[src/verilog/sqstk_pkg.sv]
// Functional notes
// - Bit 15 selects direction: zero reads the entry, one writes it.
// - Bits 14 to 9 hold the entry's own address; reset to that address.
// - Return control zero: advance to the next entry after conversion ends.
// - Return control one: jump back to the first entry after conversion ends.
// - Bits 7 to 4 select converter B channel for the step.
// - Bits 3 to 0 select converter A channel for the step.
// - Entry 28 at 0x3C, reset value 0x7800.
// - Entry 29 at 0x3D, reset value 0x7A00, address field 111101b.
// - Entry 30 at 0x3E, reset value 0x7C00, address field 111110b.
// - Entry 31, last of the stack, at 0x3F, reset value 0x7E00.
package sqstk_pkg;

   localparam int          SQSTK_NUM_ENTRIES = 4;
   localparam logic [5:0]  SQSTK_INDEX_28    = 6'h3c;
   localparam logic [5:0]  SQSTK_INDEX_29    = 6'h3d;
   localparam logic [5:0]  SQSTK_INDEX_30    = 6'h3e;
   localparam logic [5:0]  SQSTK_INDEX_31    = 6'h3f;
   localparam logic [5:0]  SQSTK_FIRST_INDEX = SQSTK_INDEX_28;

   // Byte address is four times the register index
   localparam logic [11:0] SQSTK_ADDR_28     = {4'h0, SQSTK_INDEX_28, 2'h0};
   localparam logic [11:0] SQSTK_ADDR_31     = {4'h0, SQSTK_INDEX_31, 2'h0};

   localparam logic [15:0] SQSTK_RESET_28    = 16'h7800;
   localparam logic [15:0] SQSTK_RESET_29    = 16'h7a00;
   localparam logic [15:0] SQSTK_RESET_30    = 16'h7c00;
   localparam logic [15:0] SQSTK_RESET_31    = 16'h7e00;

   localparam int          SQSTK_DIR_BIT     = 15;
   localparam int          SQSTK_TADDR_MSB   = 14;
   localparam int          SQSTK_TADDR_LSB   = 9;
   localparam int          SQSTK_RET_BIT     = 8;
   localparam int          SQSTK_CHB_MSB     = 7;
   localparam int          SQSTK_CHB_LSB     = 4;
   localparam int          SQSTK_CHA_MSB     = 3;
   localparam int          SQSTK_CHA_LSB     = 0;

   typedef struct packed {
      logic       access_direction;
      logic [5:0] target_address_field;
      logic       stack_return_control;
      logic [3:0] second_converter_channel;
      logic [3:0] first_converter_channel;
   } sqstk_entry_t;

   typedef struct packed {
      logic [3:0] first_converter_channel;
      logic [3:0] second_converter_channel;
      logic [1:0] step;
   } sqstk_step_t;

   typedef enum logic [1:0] {
      SQSTK_IDLE   = 2'b00,
      SQSTK_SETUP  = 2'b01,
      SQSTK_ACCESS = 2'b10
   } sqstk_apb_state_t;

endpackage : sqstk_pkg

[src/verilog/sqstk_entry.sv]
`timescale 1ns/100ps
// One 16-bit stack entry with its own reset value
module sqstk_entry
   import sqstk_pkg::*;
#(
   parameter logic [15:0] RESET_VALUE = 16'h0000
) (
   input  wire logic         clk,
   input  wire logic         rst_n,
   input  wire logic         wr_en,
   input  wire logic [15:0]  wr_data,
   output sqstk_entry_t      value
);

   always_ff @(posedge clk or negedge rst_n) begin
      if (!rst_n) begin
         value <= sqstk_entry_t'(RESET_VALUE);
      end else if (wr_en) begin
         value <= sqstk_entry_t'(wr_data);
      end
   end

endmodule : sqstk_entry

[src/verilog/sqstk_stepper.sv]
`timescale 1ns/100ps
// Walks the stack one step per finished conversion
module sqstk_stepper
   import sqstk_pkg::*;
#(
   parameter int ENTRIES = SQSTK_NUM_ENTRIES
) (
   input  wire logic                clk,
   input  wire logic                rst_n,
   input  wire logic                restart,
   input  wire logic                conv_done,
   input  wire logic                ret_ctrl,
   output logic [$clog2(ENTRIES)-1:0] step
);

   localparam int SW = $clog2(ENTRIES);
   localparam logic [SW-1:0] LAST = SW'(ENTRIES - 1);

   logic [SW-1:0] next_step;

   // A stack of one entry leaves no step counter to walk
   if (ENTRIES < 2) begin : g_bad_entries
      $error("sqstk_stepper needs at least two entries");
   end

   // Past the last entry the stack wraps to the first one
   assign next_step = restart                  ? '0 :
                      !conv_done               ? step :
                      ret_ctrl                 ? '0 :
                      (step == LAST)           ? '0 :
                                                 step + SW'(1);

   always_ff @(posedge clk or negedge rst_n) begin
      if (!rst_n) begin
         step <= '0;
      end else begin
         step <= next_step;
      end
   end

endmodule : sqstk_stepper

[src/verilog/sqstk_bank.sv]
// Design decision made here: the APB slave port.
`timescale 1ns/100ps
module sqstk_bank
   import sqstk_pkg::*;
#(
   parameter int ENTRIES = SQSTK_NUM_ENTRIES
) (
   input  wire logic        CORE_CLK,
   input  wire logic        RST_N,
   input  wire logic        PSEL,
   input  wire logic        PENABLE,
   input  wire logic        PWRITE,
   input  wire logic [11:0] PADDR,
   input  wire logic [31:0] PWDATA,
   output logic      [31:0] PRDATA,
   output logic             PREADY,
   output logic             PSLVERR,
   input  wire logic        SEQ_RESTART,
   input  wire logic        CONV_DONE,
   output logic      [3:0]  CHANNEL_A,
   output logic      [3:0]  CHANNEL_B,
   output logic      [1:0]  ACTIVE_STEP
);

   // The four entries are wired by hand below, so no other count can elaborate
   if (ENTRIES != SQSTK_NUM_ENTRIES) begin : g_bad_entries
      $error("sqstk_bank serves exactly four entries");
   end

   ////////////////////////////////////////////////////////////////////////
   // Address decode

   function automatic logic [2:0] sqstk_decode(input logic [11:0] addr);
      logic [2:0] res;
      res = 3'h4;
      if (addr[1:0] != 2'h0) begin
         res = 3'h4;
      end else if (addr == {4'h0, SQSTK_INDEX_28, 2'h0}) begin
         res = 3'h0;
      end else if (addr == {4'h0, SQSTK_INDEX_29, 2'h0}) begin
         res = 3'h1;
      end else if (addr == {4'h0, SQSTK_INDEX_30, 2'h0}) begin
         res = 3'h2;
      end else if (addr == {4'h0, SQSTK_INDEX_31, 2'h0}) begin
         res = 3'h3;
      end
      return res;
   endfunction : sqstk_decode

   wire logic [2:0] sel;
   wire logic       hit;
   wire logic       setup;
   wire logic       wr_strobe;
   wire logic       rd_strobe;

   assign sel       = sqstk_decode(PADDR);
   assign hit       = !sel[2];
   assign setup     = PSEL && !PENABLE;
   assign wr_strobe = setup && PWRITE && hit;
   assign rd_strobe = setup && !PWRITE;

   ////////////////////////////////////////////////////////////////////////
   // Storage

   sqstk_entry_t entry [SQSTK_NUM_ENTRIES];
   logic [15:0]  wr_word;

   // Bit 15 is stored as written; the direction meaning is the host's
   assign wr_word = PWDATA[15:0];

   sqstk_entry #(.RESET_VALUE(SQSTK_RESET_28)) u_e28 (
      .clk     (CORE_CLK),
      .rst_n   (RST_N),
      .wr_en   (wr_strobe && sel == 3'h0),
      .wr_data (wr_word),
      .value   (entry[0])
   );
   sqstk_entry #(.RESET_VALUE(SQSTK_RESET_29)) u_e29 (
      .clk     (CORE_CLK),
      .rst_n   (RST_N),
      .wr_en   (wr_strobe && sel == 3'h1),
      .wr_data (wr_word),
      .value   (entry[1])
   );
   sqstk_entry #(.RESET_VALUE(SQSTK_RESET_30)) u_e30 (
      .clk     (CORE_CLK),
      .rst_n   (RST_N),
      .wr_en   (wr_strobe && sel == 3'h2),
      .wr_data (wr_word),
      .value   (entry[2])
   );
   sqstk_entry #(.RESET_VALUE(SQSTK_RESET_31)) u_e31 (
      .clk     (CORE_CLK),
      .rst_n   (RST_N),
      .wr_en   (wr_strobe && sel == 3'h3),
      .wr_data (wr_word),
      .value   (entry[3])
   );

   ////////////////////////////////////////////////////////////////////////
   // APB answer: one wait-free access phase, registered outputs

   wire logic [31:0] next_prdata;
   wire logic        next_pslverr;

   assign next_prdata  = (rd_strobe && hit) ? {16'h0000, 16'(entry[sel[1:0]])} : 32'h0000_0000;
   assign next_pslverr = setup && !hit;

   always_ff @(posedge CORE_CLK or negedge RST_N) begin
      if (!RST_N) begin
         PRDATA  <= 32'h0000_0000;
         PREADY  <= 1'b0;
         PSLVERR <= 1'b0;
      end else begin
         PRDATA  <= next_prdata;
         PREADY  <= setup;
         PSLVERR <= next_pslverr;
      end
   end

   ////////////////////////////////////////////////////////////////////////
   // Sequencer stepping

   logic [1:0]   step;
   sqstk_entry_t active;

   assign active = entry[step];

   sqstk_stepper #(.ENTRIES(ENTRIES)) u_stepper (
      .clk       (CORE_CLK),
      .rst_n     (RST_N),
      .restart   (SEQ_RESTART),
      .conv_done (CONV_DONE),
      .ret_ctrl  (active.stack_return_control),
      .step      (step)
   );

   always_ff @(posedge CORE_CLK or negedge RST_N) begin
      if (!RST_N) begin
         CHANNEL_A   <= 4'h0;
         CHANNEL_B   <= 4'h0;
         ACTIVE_STEP <= 2'h0;
      end else begin
         CHANNEL_A   <= active.first_converter_channel;
         CHANNEL_B   <= active.second_converter_channel;
         ACTIVE_STEP <= step;
      end
   end

endmodule : sqstk_bank

[config.mk]
export PLATFORM = sky130hd
export DESIGN_NAME = sqstk_bank
export DESIGN_NICKNAME = d
export VERILOG_FILES = /design/src/verilog/sqstk_pkg.sv /design/src/verilog/sqstk_entry.sv /design/src/verilog/sqstk_stepper.sv /design/src/verilog/sqstk_bank.sv
export SDC_FILE = /design/constraint.sdc
export NUM_CORES = 1
export LEC_CHECK = 0
export BUFFER_PORTS_ARGS = -buffer_cell sky130_fd_sc_hd__buf_2
export CAP_MARGIN = 0
export CORE_MARGIN = 2
export CORE_UTILIZATION = 51
export CTS_BUF_LIST = sky130_fd_sc_hd__clkbuf_4 sky130_fd_sc_hd__clkbuf_8
export DETAILED_ROUTE_END_ITERATION = 8
export PLACE_DENSITY = 0.85
export SETUP_SLACK_MARGIN = 0.3
export SYNTH_ARGS = -nofsm -noshare
export SYNTH_HDL_FRONTEND = slang
export SYNTH_HIERARCHICAL = 1
export SYNTH_SLANG_ARGS = --single-unit
[constraint.sdc]
create_clock -name CORE_CLK -period 2.1 [get_ports CORE_CLK]
set_input_delay 0 -clock CORE_CLK [delete_from_list [all_inputs] [get_ports CORE_CLK]]
set_output_delay 0 -clock CORE_CLK [all_outputs]
set_load 0.1 [all_outputs]
; ---- Word-level counts from Yosys, hierarchy flattened
; Cells that the tools add are included.
[word_totals]
reg_bits = 94
elab_cells = 72
out_inout_bits = 44
[classes]
bitwise_logic = 2
n_eq_ne = 8
addsub = 1
mux = 16
n_reduce_logical = 16
order_cmp = 2
[ops]
columns = op, count
row1 = binary-select mux 16 bit (select 2 bit), 2
row2 = "equality test 12 x 8 -> 1 bit, second input constant", 4
row3 = two-way mux 16 bit, 3
row4 = two-way mux 9 bit, 2
row5 = two-way mux 3 bit, 5
row6 = logical AND 1 bit, 10
row7 = two-way mux 2 bit, 4
row8 = "equality test 3 x 2 -> 1 bit, second input constant", 2
row9 = "greater-or-equal comparator 3 bit, second input constant", 2
row10 = NOT 2 -> 3 bit, 2
row11 = nonzero test 2 bit, 2
row12 = "equality test 3 x 1 -> 1 bit, second input constant", 1
row13 = zero test 1 bit, 3
row14 = zero test 3 bit, 1
row15 = "adder 2 x 1 -> 2 bit, second input constant", 1
row16 = "equality test 2 bit, second input constant", 1

; ---- Depth between registers and ports, before layout
[logic_depth]
word_depth = 11
ltp_mapped = 7

; ---- Cells and area by module
; The synthesis kept the hierarchy.
[by_module_without_submodules]
columns = module, seq_area_each_um2, instances, cells_per_inst, area_per_inst_um2
row1 = sqstk_bank, 700.7, 1, 132, 1540.2
row2 = sqstk_entry at u_e29 ..., 406.6, 2, 34, 655.6
row3 = sqstk_entry at u_e31, 407.9, 1, 34, 656.9
row4 = sqstk_entry at u_e28, 405.4, 1, 34, 654.4
row5 = sqstk_stepper, 50.0, 1, 9, 103.8

; ---- Worst setup path after synthesis
; OpenSTA, ideal clock, no wires.
[synth_path]
kind = reg-to-reg
startpoint = register u_stepper.step[1]
endpoint = register u_stepper.step[0]
arrival_ps = 1961
n_path_buf = 1
t_required_ps = 2023
path_stages_with_launch = 5
path_slack_ps = 61
path_cell_list = dfrtp_1 > clkbuf_1 > mux4_2 > or4b_1 > a21oi_1
[synth_rtl]
columns = item, line
row1 = from (decl), sqstk_stepper.sv:13  ; output logic [$clog2(ENTRIES)-1:0] step
row2 = from (signal assigned), sqstk_stepper.sv:37  ; step <= next_step;

==> results <==
- The sequential power share is between 50% and 60%.
- The number of instances in the synthesized netlist is roughly 280.
- The static leakage is roughly 2.4 nW.
- After layout, the worst path uses between 70% and 80% of the clock period.
- The area growth from synthesis to layout is 19.8%.
- In the routed layout, each cell is associated on average with a via count of 5.53.
- Data on the critical path arrives at its endpoint at 1.98 ns.
- The signal on the critical path passes through mux4_2 -> or4b_1 -> a21oi_1.
- Internal power comes to between 2 and 3 mW.
- The post-synthesis adder-cell area fraction is less than 1%.
- In this run the power density over the cells is ~690 nW/um2.
- The proportion of netlist area held by the largest area contributor is 43.4%.
- The number of enable-type register cells in the synthesized netlist is 0.
- The setup TNS is 0 ns.
- The startpoint class of the critical path is a flip-flop.
- Cells with a size suffix above 1 make up a little over half of the layout.
- After global routing the overflow that remains totals 0.
- Summed over all layers, the routed wires come to about 9 mm.
- Static timing analysis puts the maximum clock frequency at approximately 0.6 GHz.
- The flow ran to the end, and the final reports show no timing, DRC or antenna violations.
- In this run switching power makes up 26.5% of total power.
- The share of flip-flops with an asynchronous set or reset after synthesis is between 90% and 100%.
- The number of buffers and inverters on the critical path is 0.
- The clock drives 94 sinks.
- The endpoint with the worst hold slack is PSLVERR.
- Measured in cells, the most critical reg-to-reg path has a length of 3.
- The global-route usage over all layers is a little over a fifth.
- Ranked by total cell area, the synthesized netlist is headed by dfrtp_1, mux2_4, dfstp_2, mux2_2, a22oi_1.
- The via count of the first global-routing pass is 2872.
- The post-CTS setup buffer count is 0.
- After the first detailed-routing iteration, the DRC count stood at 72.
- Pin placement for this block handled 95 I/O pins.
- By area, the combinational part of the netlist is dominated by multiplexers.
- The number of buffers created by CTS is 9.
- The die covers roughly 9000 um2.
- The number of slew-limit violations in the final report is 0.
- In this run the remaining antenna-violating nets after routing total 0.
- The sequential area share after synthesis is between 50 and 60%.
- The end-of-flow core utilization is 62.5%.
- Summing the areas of all and, or, nand and nor instances in the mapped netlist gives around 4.1% of the synthesized area.
- After clock tree synthesis, the clock-pin slew on the worst setup and hold paths is around 0.10 ns.
- The worst-case IR drop observed on VDD is 0.377 mV.
- The count of final hold-check violations is 0.
- The relative contribution of the clock network to total power is about two fifths.
- The cell row count is 33.
- Routability-driven placement finished with a final weighted congestion of roughly 0.7.
- The count of warnings emitted by yosys is 6.
- The number of distinct standard cells referenced by the synthesized netlist is 28.
- The insertion delay of the later-clocked pin in the worst-skew pair is 0.37 ns.
- The startpoint of the worst register-to-register path is u_stepper/step[1].
- The post-synthesis mux area share is about a quarter.
- After detailed routing, the number of remaining DRC violations is 0.
- On the final layout, the worst hold slack is 0.0342 ns.
- The worst hold path depth is 4.
- The mean instance size in the synthesized netlist is between 15 and 20 um2.
- The flop-to-flop setup slack is between 0.4 and 0.5 ns.
- TritonCTS built the clock tree.
- The number of antenna diodes in the final layout is 0.
- The number of nets in the layout is between 400 and 500.
- The number of antenna violations at the first check in global routing is 0.
- The required time at the endpoint of the critical path is 2.40 ns.
- The number of storage elements in the synthesis netlist is 94.
- The startpoint identified for the worst hold timing path is PADDR[4].
- Among cell families on the critical path, the largest total delay comes from multiplexers.
- In the synthesized netlist the dominant register cell turns out to be dfrtp_1.
- Setup violations remaining at the end of the flow were counted as 0.
- Headroom to the max-slew limit came out at ~61%.
- The post-synthesis compound-gate area fraction is 7.74%.
- The wire length of the first global-routing pass is ~15 mm.
- For the pin with the worst max-slew slack, the measured transition is between 0.5 and 0.6 ns.
- For this design, the slowest cell found on the critical path is mux4_2.
- Max-cap violations in this run came to 0.
- Setup repair after global routing left no endpoint under its margin.
- From left edge to right edge, the die measures between 90 and 100 um.
- The proportion of power drawn by combinational gates is roughly a tenth.
- Entering global routing, the biggest net connects 50 pins.
- The worst hold path belongs to the class in -> reg.
- The quantity of I/O buffers inserted on ports is 62.
- After synthesis the cells add up to 4270 um2.
- The total via count in the routed design is approximately 2700.
- The reg-to-reg critical path endpoint is u_stepper/step[0].
- For the final database, setup skew stands at between 0.01 and 0.015 ns.
- The placeable core region is 8180 um2.
- The critical path start-end classification is reg -> reg.
- In this design, the stage delay of the slowest critical-path cell is ~0.53 ns.
- For this run, the detailed router's first-pass iteration total came to 4.
- In the final routed layout, each cell accounts on average for 19.0 um.
- The final critical path time including I/O delays and setup is 1.68 ns.
- The clock tree root buffer cell is clkbuf_8.
- The die is between 90 and 100 um tall.
- The category of the worst setup path capture point is a flip-flop.
- The placed wire-length estimate after detailed placement is slightly below 6 mm.
- The initial core utilization is around 52%.
- In this run the worst path has a maximum fanout of 5.
- The clock passes through at most 2 buffers.
- The post-synthesis share of cell area spent on xor and xnor gates is 0%.
- dfrtp_1 takes more of the synthesized area than any other cell.
- The power spent charging and discharging nets is 934 uW.
- The total number of H-tree levels is 3.
-- worst max-delay path by stage --
stage / start / endpoint / cells after the start
after floorplan: u_stepper/step[1] / u_stepper/step[0] / 4
after global placement: PADDR[9] / u_e29/value[3] / 7
after detailed placement: PADDR[9] / u_e29/value[1] / 7
after CTS: u_stepper/step[1] / u_stepper/step[0] / 3
after global routing: u_stepper/step[1] / u_stepper/step[0] / 3
final: u_stepper/step[1] / u_stepper/step[0] / 3
-- metal layers --
metal	GRT usage (%)	wire, um	vias up
met3	3.87	419	23
met2	39.1	4810	96
met4	11.1	251	0
met5	0	0	-
li1	-	-	1176
met1	25.2	3660	1371
-- power by group through the flow --
stage	Sequential, mW	Combinational (mW)	Clock [mW]
detailed placement	1.86	0.304	0
floorplan	1.89	0.188	0
finish	1.83	0.337	1.36
global route	1.83	0.358	1.45
global placement	1.86	0.298	0
CTS	1.83	0.337	1.38
-- layout make-up --
| class | instances | area (um2) |
|---|---|---|
| clock inverters | 7 | 104 |
| repair buffers | 101 | 698 |
| well taps | 105 | 131 |
| inverters | 1 | 3.75 |
| flip-flops and latches | 94 | 2380 |
| fillers | 581 | 3060 |
| clock buffers | 9 | 124 |
| multi-input cells | 165 | 1670 |
-- through the flow --
step | instances | instance area (um2) | power (mW) | setup WS [ns]
6_report | 482 | 5110 | 3.52 | 0.422
5_1_grt | 482 | 5110 | 3.64 | 0.349
4_1_cts | 482 | 5110 | 3.54 | 0.420
3_5_place_dp | 444 | 4660 | 2.16 | 0.0485
3_3_place_gp | 444 | 4660 | 2.16 | 0.0976
2_1_floorplan | 292 | 4330 | 2.08 | 0.281
-- cells in the final DEF, fill, tap and decap left out, drive strengths merged, types with 2 or more instances in the layout --
master	count
buf	79
mux4	9
clkbuf	9
conb	16
nor2	6
nand2	2
dfstp	20
or2	2
clkinvlp	2
dfrtp	74
or4b	2
a22oi	32
nor4	3
mux2	64
inv	4
bufinv	2
a21oi	18
dlygate4sd3	22
nand2b	4
-- registers in the layout, summed over array words and instances (netlist names) --
| signal | count |
|---|---|
| ACTIVE_STEP | 2 |
| PSLVERR | 1 |
| CHANNEL_B | 4 |
| u_e28/value | 16 |
| u_e29/value | 16 |
| u_e30/value | 16 |
| PREADY | 1 |
| PRDATA | 16 |
| CHANNEL_A | 4 |
| u_stepper/step | 2 |
| u_e31/value | 16 |
-- kinds of logic (layout without fill, tap and decap cells) --
family / Yosys count / after routing
AOI/OAI and AO/OA: 50 / 50
adders and majority gates: 1 / 1
buffers and inverters: 33 / 118
DFF: 94 / 94
muxes: 73 / 73
other: 1 / 16
and+or+nand+nor: 25 / 25
-- worst min-delay path: stages --
cell,delay (ns)
buf_2,0.10
nand4_1,0.10
nor3_2,0.08
nor2_1,0.09
-- cell usage after synthesis (2+ instances only) --
cell	instances
nor4_2	2
mux4_2	9
buf_4	17
nand2_1	2
nor2_1	6
mux2_4	40
mux2_2	24
buf_6	5
dfrtp_1	74
nand2b_1	4
dfstp_2	20
clkbuf_1	4
buf_2	2
or2_2	2
a22oi_1	32
or4b_1	2
a21oi_1	18
buf_12	4
-- timing repair --
action                                 CTS  global route
setup endpoints to repair                0             9
endpoints found under the hold margin  110             0
hold buffers                            22             0
gates resized for setup                  0             1
No activity file was read; power rests on OpenSTA's default activity.
